$ cat config.mk
export PLATFORM = sky130hd
export DESIGN_NAME = ssf_sensor_flat
export DESIGN_NICKNAME = d
export VERILOG_FILES = /design/src/ssf_pkg.sv /design/src/ssf_spi_if.sv /design/src/ssf_sensor.sv /design/src/flat_wrapper.sv
export VERILOG_INCLUDE_DIRS = /design/src
export SDC_FILE = /design/constraint.sdc
export NUM_CORES = 1
export LEC_CHECK = 0
export BUFFER_PORTS_ARGS = -buffer_cell sky130_fd_sc_hd__buf_2
export CAP_MARGIN = 20
export CORE_ASPECT_RATIO = 1.4
export CORE_MARGIN = 2
export CORE_UTILIZATION = 50
export CTS_CLUSTER_SIZE = 20
export DETAILED_ROUTE_END_ITERATION = 10
export GPL_ROUTABILITY_DRIVEN = 0
export PLACE_DENSITY = 0.65
export SYNTH_ARGS = -nofsm -noshare
export SYNTH_HDL_FRONTEND = slang
export SYNTH_SLANG_ARGS = --single-unit
$ cat constraint.sdc
create_clock -name I_SYS_CLK -period 7.15 [get_ports I_SYS_CLK]
set_clock_uncertainty 0.15 [all_clocks]
set_input_delay 0.715 -clock I_SYS_CLK [delete_from_list [all_inputs] [get_ports I_SYS_CLK]]
set_output_delay 0.715 -clock I_SYS_CLK [all_outputs]
set_load 0.02 [all_outputs]
$ cat src/ssf_regs.svh
// constants of the shared-bus sensor framing block: offsets, fields, timing
// assumes inclusion by both ends and by the package
//
// What this block does
// - host holds own clock high while deselected
// - 21-bit mode stops counting clocks while deselected
// - host sends exactly 21 clocks per long frame
// - frame: sync 0, rw, address, data, crc, trailing 0
// - 21st zero shifts 20-bit frame up one
// - reply: 16 data, 4 crc, crc msb repeated
// - host ignores repeated crc bit in check
// - idle sensor flags first bus transaction after reset
// - power-up false flag leaves later accesses intact
// - power-up false flag sets crc error only with crc check on
// - host software clears all flags after reset
// - address zero reads as all zeros
// - 16-bit: stray edges flag, corrupt next reply
// - host discards first reply, inserts null reads
// - 16-bit: flag raised at every chip switch
// - 20-bit: reply intact past guard, flag possible
// - host prefers 21-bit frames on shared bus
// - frame error: wrong clock count, sync 1 or 21st bit 1
// - 16-bit: one low edge deselected flags
// - 16/20-bit: edge within guard after deselect drops command
`ifndef SSF_REGS_SVH
`define SSF_REGS_SVH

`define SSF_CLK_NS 5
`define SSF_GUARD_NS 70
`define SSF_GUARD_CYC (`SSF_GUARD_NS / `SSF_CLK_NS)

`define SSF_LEN16 5'h10
`define SSF_LEN20 5'h14
`define SSF_LEN21 5'h15

`define SSF_CRC_POLY 4'h3
`define SSF_CRC_SEED 4'hf

`define SSF_A_NULL 6'h00
`define SSF_A_CFG 6'h1f
`define SSF_A_ANGLE 6'h20
`define SSF_A_ERR 6'h24
`define SSF_ERR_FE 9
`define SSF_ERR_CRC 8
`define SSF_CFG_CRC_EN 0
`define SSF_CFG_RST 1'b0

`define SSF_HALF_CYC 10
`define SSF_H_CMD 2'h0
`define SSF_H_CFG 2'h1
`define SSF_H_STAT 2'h2
`define SSF_H_RXD 2'h3
`define SSF_H_CFG_RST 2'h2

`endif

$ cat src/ssf_pkg.sv
// types and the crc helper shared by both ends
// assumes ssf_regs.svh is on the include path
`include "ssf_regs.svh"

package ssf_pkg;

  typedef enum logic [1:0] {
    SSF_L16 = 2'h0,
    SSF_L20 = 2'h1,
    SSF_L21 = 2'h2
  } ssf_len_t;

  typedef enum logic [1:0] {
    SSF_D_IDLE = 2'h0,
    SSF_D_XFER = 2'h1,
    SSF_D_GUARD = 2'h3
  } ssf_dev_st_t;

  typedef enum logic [2:0] {
    SSF_H_IDLE = 3'h0,
    SSF_H_SETUP = 3'h1,
    SSF_H_LOW = 3'h3,
    SSF_H_HIGH = 3'h2,
    SSF_H_GAP = 3'h6
  } ssf_host_st_t;

  function automatic logic [3:0] ssf_crc4(input logic [15:0] d);
    logic [3:0] c;
    logic fb;
    c = `SSF_CRC_SEED;
    for (int i = 15; i >= 0; i--) begin
      fb = c[3] ^ d[i];
      c = {c[2:0], 1'b0} ^ (fb ? `SSF_CRC_POLY : 4'h0);
    end
    return c;
  endfunction

endpackage

$ cat src/ssf_spi_if.sv
// serial link between the host controller and one sensor
// assumes the bench joins several of these when the lines are shared
interface ssf_spi_if;
  logic sclk;
  logic cs_n;
  logic mosi;
  logic miso_o;
  logic miso_oe_n;
  logic miso;

  // released line reads high, as with a weak pull-up
  assign miso = miso_oe_n ? 1'b1 : miso_o;

  modport dev (
    input sclk,
    input cs_n,
    input mosi,
    output miso_o,
    output miso_oe_n
  );

  modport host (
    output sclk,
    output cs_n,
    output mosi,
    input miso
  );
endinterface

$ cat src/ssf_sensor.sv
// sensor end: frame counting, error flags and the small register map
// assumes link pins are asynchronous to I_SYS_CLK and clock idles high
//
// Chosen here: the strobed register port.
module ssf_sensor
  import ssf_pkg::*;
(
  input wire logic I_SYS_CLK,
  input wire logic I_RST_N,
  input wire logic [15:0] I_ANGLE,
  output logic O_FRAME_ERR,
  output logic O_CRC_ERR,
  ssf_spi_if.dev spi
);

  logic [2:0] s1_q;
  logic [2:0] s2_q;
  logic [2:0] s3_q;
  ssf_dev_st_t st_q;
  logic [4:0] cnt_q;
  logic [20:0] rx_q;
  logic [20:0] tx_q;
  logic miso_q;
  logic oe_n_q;
  logic [3:0] guard_q;
  logic pend_q;
  logic [15:0] cmd_q;
  logic long_q;
  logic m16_q;
  logic pow_q;
  logic fe_q;
  logic crc_q;
  logic crc_en_q;

  // three pins through two flops each before any logic looks at them
  always_ff @(posedge I_SYS_CLK or negedge I_RST_N) begin
    if (!I_RST_N) begin
      s1_q <= 3'h7;
      s2_q <= 3'h7;
      s3_q <= 3'h7;
    end else begin
      s1_q <= {spi.sclk, spi.cs_n, spi.mosi};
      s2_q <= s1_q;
      s3_q <= s2_q;
    end
  end

  wire sclk_rise = s2_q[2] & ~s3_q[2];
  wire sclk_fall = ~s2_q[2] & s3_q[2];
  wire cs_low = ~s2_q[1];
  wire cs_fall = s3_q[1] & ~s2_q[1];
  wire cs_rise = ~s3_q[1] & s2_q[1];
  wire mosi_s = s2_q[0];

  // frame decode at deselect
  wire len16 = (cnt_q == `SSF_LEN16);
  wire len20 = (cnt_q == `SSF_LEN20);
  wire len21 = (cnt_q == `SSF_LEN21);
  wire [15:0] frm = len21 ? rx_q[20:5] :
                    len20 ? rx_q[19:4] : rx_q[15:0];
  wire [3:0] crc_rx = len21 ? rx_q[4:1] : rx_q[3:0];
  wire bad_len = ~(len16 | len20 | len21);
  wire bad_sync = frm[15];
  wire bad_tail = len21 & rx_q[0];
  wire frame_bad = bad_len | bad_sync | bad_tail;
  wire crc_bad = (len20 | len21) & crc_en_q & ~frame_bad &
                 (ssf_crc4(frm) != crc_rx);
  wire frame_end = (st_q == SSF_D_XFER) & cs_rise;
  wire frame_ok = frame_end & ~frame_bad & ~crc_bad;

  // clock edges seen while deselected
  wire stray = sclk_fall & ~cs_low;
  wire stray_pow = stray & pow_q;
  wire stray_cnt = stray & ~pow_q & ~long_q;
  wire in_guard = (st_q == SSF_D_GUARD);
  wire drop = in_guard & stray_cnt;

  // pending command acts when the guard after deselect runs out, or at once on a new select within it
  wire commit = in_guard & pend_q & ~drop &
                ((guard_q == 4'h0) | cs_fall);
  wire [5:0] c_addr = cmd_q[13:8];
  wire c_wr = cmd_q[14];
  wire [7:0] c_dat = cmd_q[7:0];
  wire wr_err = commit & c_wr & (c_addr == `SSF_A_ERR);
  wire wr_cfg = commit & c_wr & (c_addr == `SSF_A_CFG);

  wire [15:0] err_word = {6'h00, fe_q, crc_q, 8'h00};
  wire [15:0] cfg_word = {15'h0000, crc_en_q};
  wire [15:0] rd_word;
  wire [4:0] c_word = c_addr[5:1];
  assign rd_word = (c_word == 5'(`SSF_A_NULL >> 1)) ? 16'h0000 :
                   (c_word == 5'(`SSF_A_ERR >> 1)) ? err_word :
                   (c_word == 5'(`SSF_A_CFG >> 1)) ? cfg_word :
                   (c_word == 5'(`SSF_A_ANGLE >> 1)) ? I_ANGLE :
                   16'h0000;
  wire [3:0] rd_crc = ssf_crc4(rd_word);

  // flags: a set in the same cycle as a clear wins
  wire fe_set = (frame_end & frame_bad) | stray_pow | stray_cnt;
  wire crc_set = (frame_end & crc_bad) | (stray_pow & crc_en_q);
  wire fe_clr = wr_err & c_dat[`SSF_ERR_FE - 8];
  wire crc_clr = wr_err & c_dat[`SSF_ERR_CRC - 8];

  always_ff @(posedge I_SYS_CLK or negedge I_RST_N) begin
    if (!I_RST_N) begin
      fe_q <= 1'b0;
      crc_q <= 1'b0;
      crc_en_q <= `SSF_CFG_RST;
      pow_q <= 1'b1;
    end else begin
      fe_q <= (fe_q & ~fe_clr) | fe_set;
      crc_q <= (crc_q & ~crc_clr) | crc_set;
      if (wr_cfg) begin
        crc_en_q <= c_dat[`SSF_CFG_CRC_EN];
      end
      // the power-up artefact happens once and leaves no other trace
      if (stray | frame_end) begin
        pow_q <= 1'b0;
      end
    end
  end

  always_ff @(posedge I_SYS_CLK or negedge I_RST_N) begin
    if (!I_RST_N) begin
      st_q <= SSF_D_IDLE;
      cnt_q <= 5'h00;
      rx_q <= 21'h000000;
      guard_q <= 4'h0;
    end else begin
      case (st_q)
        SSF_D_IDLE: begin
          if (cs_fall) begin
            st_q <= SSF_D_XFER;
            cnt_q <= 5'h00;
          end
        end
        SSF_D_XFER: begin
          if (cs_rise) begin
            st_q <= SSF_D_GUARD;
            guard_q <= 4'(`SSF_GUARD_CYC - 1);
          end else if (sclk_rise) begin
            rx_q <= {rx_q[19:0], mosi_s};
            if (cnt_q != 5'h1f) begin
              cnt_q <= cnt_q + 5'h01;
            end
          end
        end
        SSF_D_GUARD: begin
          if (cs_fall) begin
            st_q <= SSF_D_XFER;
            cnt_q <= 5'h00;
          end else if (guard_q == 4'h0) begin
            st_q <= SSF_D_IDLE;
          end else begin
            guard_q <= guard_q - 4'h1;
          end
        end
        default: begin
          st_q <= SSF_D_IDLE;
        end
      endcase
    end
  end

  // command capture, mode memory and reply load
  always_ff @(posedge I_SYS_CLK or negedge I_RST_N) begin
    if (!I_RST_N) begin
      pend_q <= 1'b0;
      cmd_q <= 16'h0000;
      long_q <= 1'b0;
      m16_q <= 1'b0;
    end else begin
      if (frame_ok) begin
        pend_q <= 1'b1;
        cmd_q <= frm;
        long_q <= len21;
        m16_q <= len16;
      end else if (drop | commit) begin
        pend_q <= 1'b0;
      end
    end
  end

  always_ff @(posedge I_SYS_CLK or negedge I_RST_N) begin
    if (!I_RST_N) begin
      tx_q <= 21'h000000;
      miso_q <= 1'b0;
      oe_n_q <= 1'b1;
    end else begin
      if (commit) begin
        tx_q <= {rd_word, rd_crc, rd_crc[3]};
      end else if (sclk_fall & (cs_low | (stray_cnt & m16_q))) begin
        // short frames keep shifting when deselected: next reply skews
        tx_q <= {tx_q[19:0], 1'b0};
      end
      if (sclk_fall & cs_low) begin
        miso_q <= tx_q[20];
      end
      if (cs_fall) begin
        oe_n_q <= 1'b0;
      end else if (cs_rise) begin
        oe_n_q <= 1'b1;
      end
    end
  end

  assign spi.miso_o = miso_q;
  assign spi.miso_oe_n = oe_n_q;

  always_ff @(posedge I_SYS_CLK or negedge I_RST_N) begin
    if (!I_RST_N) begin
      O_FRAME_ERR <= 1'b0;
      O_CRC_ERR <= 1'b0;
    end else begin
      O_FRAME_ERR <= fe_q;
      O_CRC_ERR <= crc_q;
    end
  end

endmodule

$ cat src/flat_wrapper.sv
// flat-port wrapper written by rule: the top's interface ports become plain ports
module ssf_sensor_flat import ssf_pkg::*;
  (I_SYS_CLK, I_RST_N, I_ANGLE, O_FRAME_ERR, O_CRC_ERR, spi_sclk, spi_cs_n, spi_mosi, spi_miso_o, spi_miso_oe_n);
  ssf_spi_if spi_i ();
  input wire logic I_SYS_CLK;
  input wire logic I_RST_N;
  input wire logic [15:0] I_ANGLE;
  output logic O_FRAME_ERR;
  output logic O_CRC_ERR;
  input wire logic [$bits(spi_i.sclk)-1:0] spi_sclk;
  input wire logic [$bits(spi_i.cs_n)-1:0] spi_cs_n;
  input wire logic [$bits(spi_i.mosi)-1:0] spi_mosi;
  output wire logic [$bits(spi_i.miso_o)-1:0] spi_miso_o;
  output wire logic [$bits(spi_i.miso_oe_n)-1:0] spi_miso_oe_n;
  assign spi_i.sclk = spi_sclk;
  assign spi_i.cs_n = spi_cs_n;
  assign spi_i.mosi = spi_mosi;
  assign spi_miso_o = spi_i.miso_o;
  assign spi_miso_oe_n = spi_i.miso_oe_n;
  ssf_sensor u_core (.I_SYS_CLK(I_SYS_CLK), .I_RST_N(I_RST_N), .I_ANGLE(I_ANGLE), .O_FRAME_ERR(O_FRAME_ERR), .O_CRC_ERR(O_CRC_ERR), .spi(spi_i));
endmodule
* Word level (Yosys, flattened, before mapping)
Index checks and enable logic that the tools add are counted.
Cells by class: $add $sub $neg 2, eq/ne operators 21, mux-type cells 59, bitwise logic cells 121, reduce and logical (&&, ||, !) cells 13
Operators by type and width (count):
- $xor A4 B4 Y4 | 30
- $mux W16 | 6
- $mux W2 | 36
- $mux W21 | 2
- $and A1 B1 Y1 | 32
- $xor A1 B1 Y1 | 30
- $eq A5 B5 Y1 const B | 5
- $mux W5 | 4
- $mux W4 | 4
- $or A1 B1 Y1 | 14
- $not A1 Y1 | 13
- $pmux W5 S2 | 1
- $reduce_bool A2 Y1 | 5
- $ne A2 B1 Y1 const B | 4
- $ne A2 B2 Y1 const B | 4
- $pmux W4 S2 | 1
- $eq A6 B5 Y1 const B | 1
- $eq A6 B6 Y1 const B | 1
- $not A3 Y3 | 2
- $pmux W2 S3 | 1
- $reduce_and A3 Y1 | 2
- $add A5 B1 Y5 const B | 1
- $eq A5 B4 Y1 const B | 1
- $logic_not A5 Y1 | 1
- 12 further kinds | 15
Word-level totals: register bits after elaboration 88, bits of input ports 21, output and inout bits 4, word-level logic and storage cells 236

* Depth between registers and ports, before layout
depth after elaboration 55, depth in mapped cells 16, depth with buffers taken out 12

* Worst setup path after synthesis
Ideal clock, no wire load.
kind register to register, from register u_core.cnt_q[0], to register u_core.cmd_q[12], setup time 0.125 ns, arrival 3.258 ns, required time 6.875 ns, setup slack 3.617 ns, cell stages (with the launch flop) 13, buffers on the path 3, period minus slack after synthesis 3.533 ns, cell sequence dfrtp_1 > ha_1 > buf_6 > buf_6 > a311o_1 > a31oi_1 > xnor3_1 > xnor2_1 > or3_1 > a211oi_2 > o21ba_2 > buf_12 > mux2_4
Between the ends: longest elaborated chain between the ends 34, elaborated cells on any way between the ends 68
RTL lines:
- from (decl) | line ssf_sensor.sv:20 | logic [4:0] cnt_q;
- from (signal assigned) | line ssf_sensor.sv:144 | cnt_q <= cnt_q + 5'h01;
- $eq A5 B5 Y1 (no line)
- $mux W16 | line ssf_sensor.sv:60 | len20 ? rx_q[19:4] : rx_q[15:0];
- $mux W16 | line ssf_sensor.sv:59 | wire [15:0] frm = len21 ? rx_q[20:5] :
- $mux W2 | line ssf_pkg.sv:33 | c = {c[2:0], 1'b0} ^ (fb ? `SSF_CRC_POLY : 4'h0);
- $not A3 Y3 (no line)
- $xor A4 B4 Y4 (2 in series) | line ssf_pkg.sv:33
- $xor A1 B1 Y1 | line ssf_pkg.sv:32 | fb = c[3] ^ d[i];
- $mux W2 | line ssf_pkg.sv:33
- [15 not listed]
- $xor A4 B4 Y4 (3 in series) | line ssf_pkg.sv:33
- $xor A1 B1 Y1 | line ssf_pkg.sv:32
- $mux W2 | line ssf_pkg.sv:33
- $xor A4 B4 Y4 | line ssf_pkg.sv:33
- $ne A4 B4 Y1 | line ssf_sensor.sv:67 | (ssf_crc4(frm) != crc_rx);
- $and A1 B1 Y1 | line ssf_sensor.sv:66 | wire crc_bad = (len20 | len21) & crc_en_q & ~frame_bad &
- $not A1 Y1 | line ssf_sensor.sv:69 | wire frame_ok = frame_end & ~frame_bad & ~crc_bad;
- $and A1 B1 Y1 | line ssf_sensor.sv:69
- to (signal assigned) | line ssf_sensor.sv:175 | cmd_q <= frm;
- to (decl) | line ssf_sensor.sv:27 | logic [15:0] cmd_q;
Parallel ways exist; a longest one is shown, timed or not. A chain may end at the register's enable or synchronous reset.

* Worst setup path after layout
from register u_core.cnt_q[0], to register u_core.cmd_q[11]
Same word-level chain as after synthesis.

==> results.ini <==
[timing]
hold_viol = 0
grt_setup_unrepaired = false
post-route-period-util_pct = 64.1
max_slew_margin_pct = 48.0
tightest_slew_ns = 0.780
finalCriticalPeriod_ns = 4.58
slew_viol_final = 0
fin_setup_tns_ns = 0
whs_ns = 0.0363
timing.fmax_ghz = 0.218
finalSetupViolations = 0

[floorplanning]
fp.dieH_um = 123
core_area_um2 = 9850
start_util_pct = 51.2
fp.dieW_um = 88.8
io_pins = 25
rows = 43
dieArea_um2 = 10900

[clock_network]
cts_hold_buf = 0
cts_tree = built
ctsResizeCount = 0
cts_num_sinks = 81
cts_max_level = 3
cts-root-buf = clkbuf_16
cts_setup_buffers = 0
cts_buffers = 9
clk_latency_ns = 0.34
cts_max_path_buffers = 2
path_clk_slew_ns = 0.06

[setup_path]
r2r_slack_ns = 2.57
cp-start-kind = register
criticalPathCategory = reg2reg
crit_arrival_ns = 4.65
crit_path_end_kind = register
cp.required_ns = 7.22
worst-path-max-fanout = 19

[synth]
synthTopCellsByArea = dfrtp_1 (35%), xnor2_1 (6.4%), mux2_2 (5.6%)
synth_fp_nets = 542
yosysTopAreaCell = dfrtp_1
netlist_instances = 510
yosysWarnings = 0
synthFlopType = dfrtp_1
synth_edf_count = 0
syn_area_per_cell_um2 = 9.87
synth.top_cell.area_share_pct = 35.3
synth-async-reset-ratio_pct = 100
ys_seq_area_share_pct = 40.5
ys_types = 70
synth_area_um2 = 5040
synth.ff_latch_count = 81

[drt]
vias = 3788
routed_wirelength_mm = 10.5
wire_per_inst_um = 15.9
drtAntennaViolNets = 0
drt_iter0_drc = 198
via_per_inst = 5.77
drt_first_pass_iters = 5
route.detailed.drc = 0

[global_route]
overflow = 0
grt_use_total_pct = 20.5
grt_max_degree = 82
antenna_found_initial = 0
grt_pass1_vias = 3678
grt_pass1_wl_mm = 17.5

[power]
leakage_nw = 2.20
vdd_drop_max_v = 0.000133
p_per_area_nw_per_um2 = 306

[placed_design]
hpwl_mm = 7.36
io_buffers = 24

[final_layout]
area.growth.synth_to_final_pct = 9.09
antenna_cells = 0
finalNetCount = 549
drive_above_1_share_pct = 18.4

[min_path]
hp-class = in2async

[job]
drv_cap = 0

[status]
status = finished, final reports clean

## synth_stat cells, types with 10 or more instances
cell type and count:
mux2i_1 24, a21oi_1 27, xnor2_1 37, inv_1 16, dfstp_2 10, xor2_1 14
nand3_1 24, dfrtp_1 71, mux2_2 25, clkbuf_1 16, o21ai_0 41, nor2_1 19
ha_1 11, nand2_1 38
## registers in the layout, summed over array words and instances, names as in the netlist, 2 cells and up
register,count
u_core.rx_q,21
u_core.tx_q,21
u_core.cmd_q,9
u_core.cnt_q,5
u_core.guard_q,4
u_core.s1_q,3
u_core.s2_q,3
u_core.s3_q,2
u_core.st_q,2
## per-stage QoR
step           utilization (%)  total power [mW]  instance area [um^2]  setup slack (ns)  cells
6_report                  55.8              1.68                  5490              2.57    657
5_1_grt                   55.8              1.80                  5490              2.23    657
4_1_cts                   55.5              1.69                  5470              2.59    656
3_5_place_dp              52.6              1.24                  5170              2.60    640
3_3_place_gp              52.6              1.22                  5170              2.83    640
2_1_floorplan                -              1.12                  5040              3.62    510
## cells in the final DEF, fill, tap and decap left out, types with 16 or more instances in the layout
master and count:
a21oi_1 26, dfrtp_1 71, nand2_1 38, nand3_1 24, buf_2 23, inv_1 16
mux2i_1 24, nor2_1 18, xnor2_1 37, o21ai_0 41, mux2_2 25
## worst max-delay path, cell delays in order (launching register included)
cell	delay [ns]
dfrtp_1	0.43
inv_1	0.08
ha_1	0.58
nor2_1	0.21
nor2_2	0.48
o32ai_1	0.14
a31oi_1	0.30
xnor3_1	0.44
xnor2_1	0.17
or3_1	0.37
a211oi_2	0.29
o21ba_2	0.43
mux2_2	0.38
## power by group
| group | internal [mW] | total, mW | switching (mW) |
|---|---|---|---|
| Clock | 0.257 | 0.440 | 0.183 |
| Sequential | 0.551 | 0.640 | 0.0891 |
| Combinational | 0.268 | 0.599 | 0.331 |
## layer usage
metal	track usage (%)	routed length, um	vias up
met5	0	0	-
met4	8.05	217	0
met3	4.17	441	23
met2	34.2	5250	101
met1	25.8	4570	1831
li1	-	-	1833
## cell families (layout without fill, tap and decap cells)
group / Yosys count / count (layout) / share of synthesized area (%)
xor+xnor: 52 / 52 / 9.32
fa+ha+maj: 11 / 11 / 2.73
flops: 81 / 81 / 40.5
buf+inv: 50 / 62 / 5.02
mux: 54 / 54 / 11.9
simple gates: 133 / 133 / 13.8
compound gates: 129 / 129 / 16.7
## cell type report
cell class | instances | area [um^2]
sequential | 81 | 2040
tap | 135 | 169
timing repair buffer | 29 | 180
multi-input combinational | 379 | 2750
clock buffer | 12 | 256
inverter | 17 | 63.8
clock inverter | 4 | 35.0
fill | 907 | 4350
## final timing paths
check / startpoint / depth (start not counted) / end
setup / recovery: u_core.cnt_q[0] / 12 / u_core.cmd_q[11]
min in group I_SYS_CLK: u_core.s1_q[0] / 0 / u_core.s2_q[0]
hold / removal: I_RST_N / 1 / u_core.guard_q[3]
max in group asynchronous: I_RST_N / 2 / u_core.s2_q[2]
hold reg to reg: u_core.s1_q[0] / 0 / u_core.s2_q[0]
setup reg to reg: u_core.cnt_q[0] / 12 / u_core.cmd_q[11]
No activity file was read; power rests on OpenSTA's default activity.
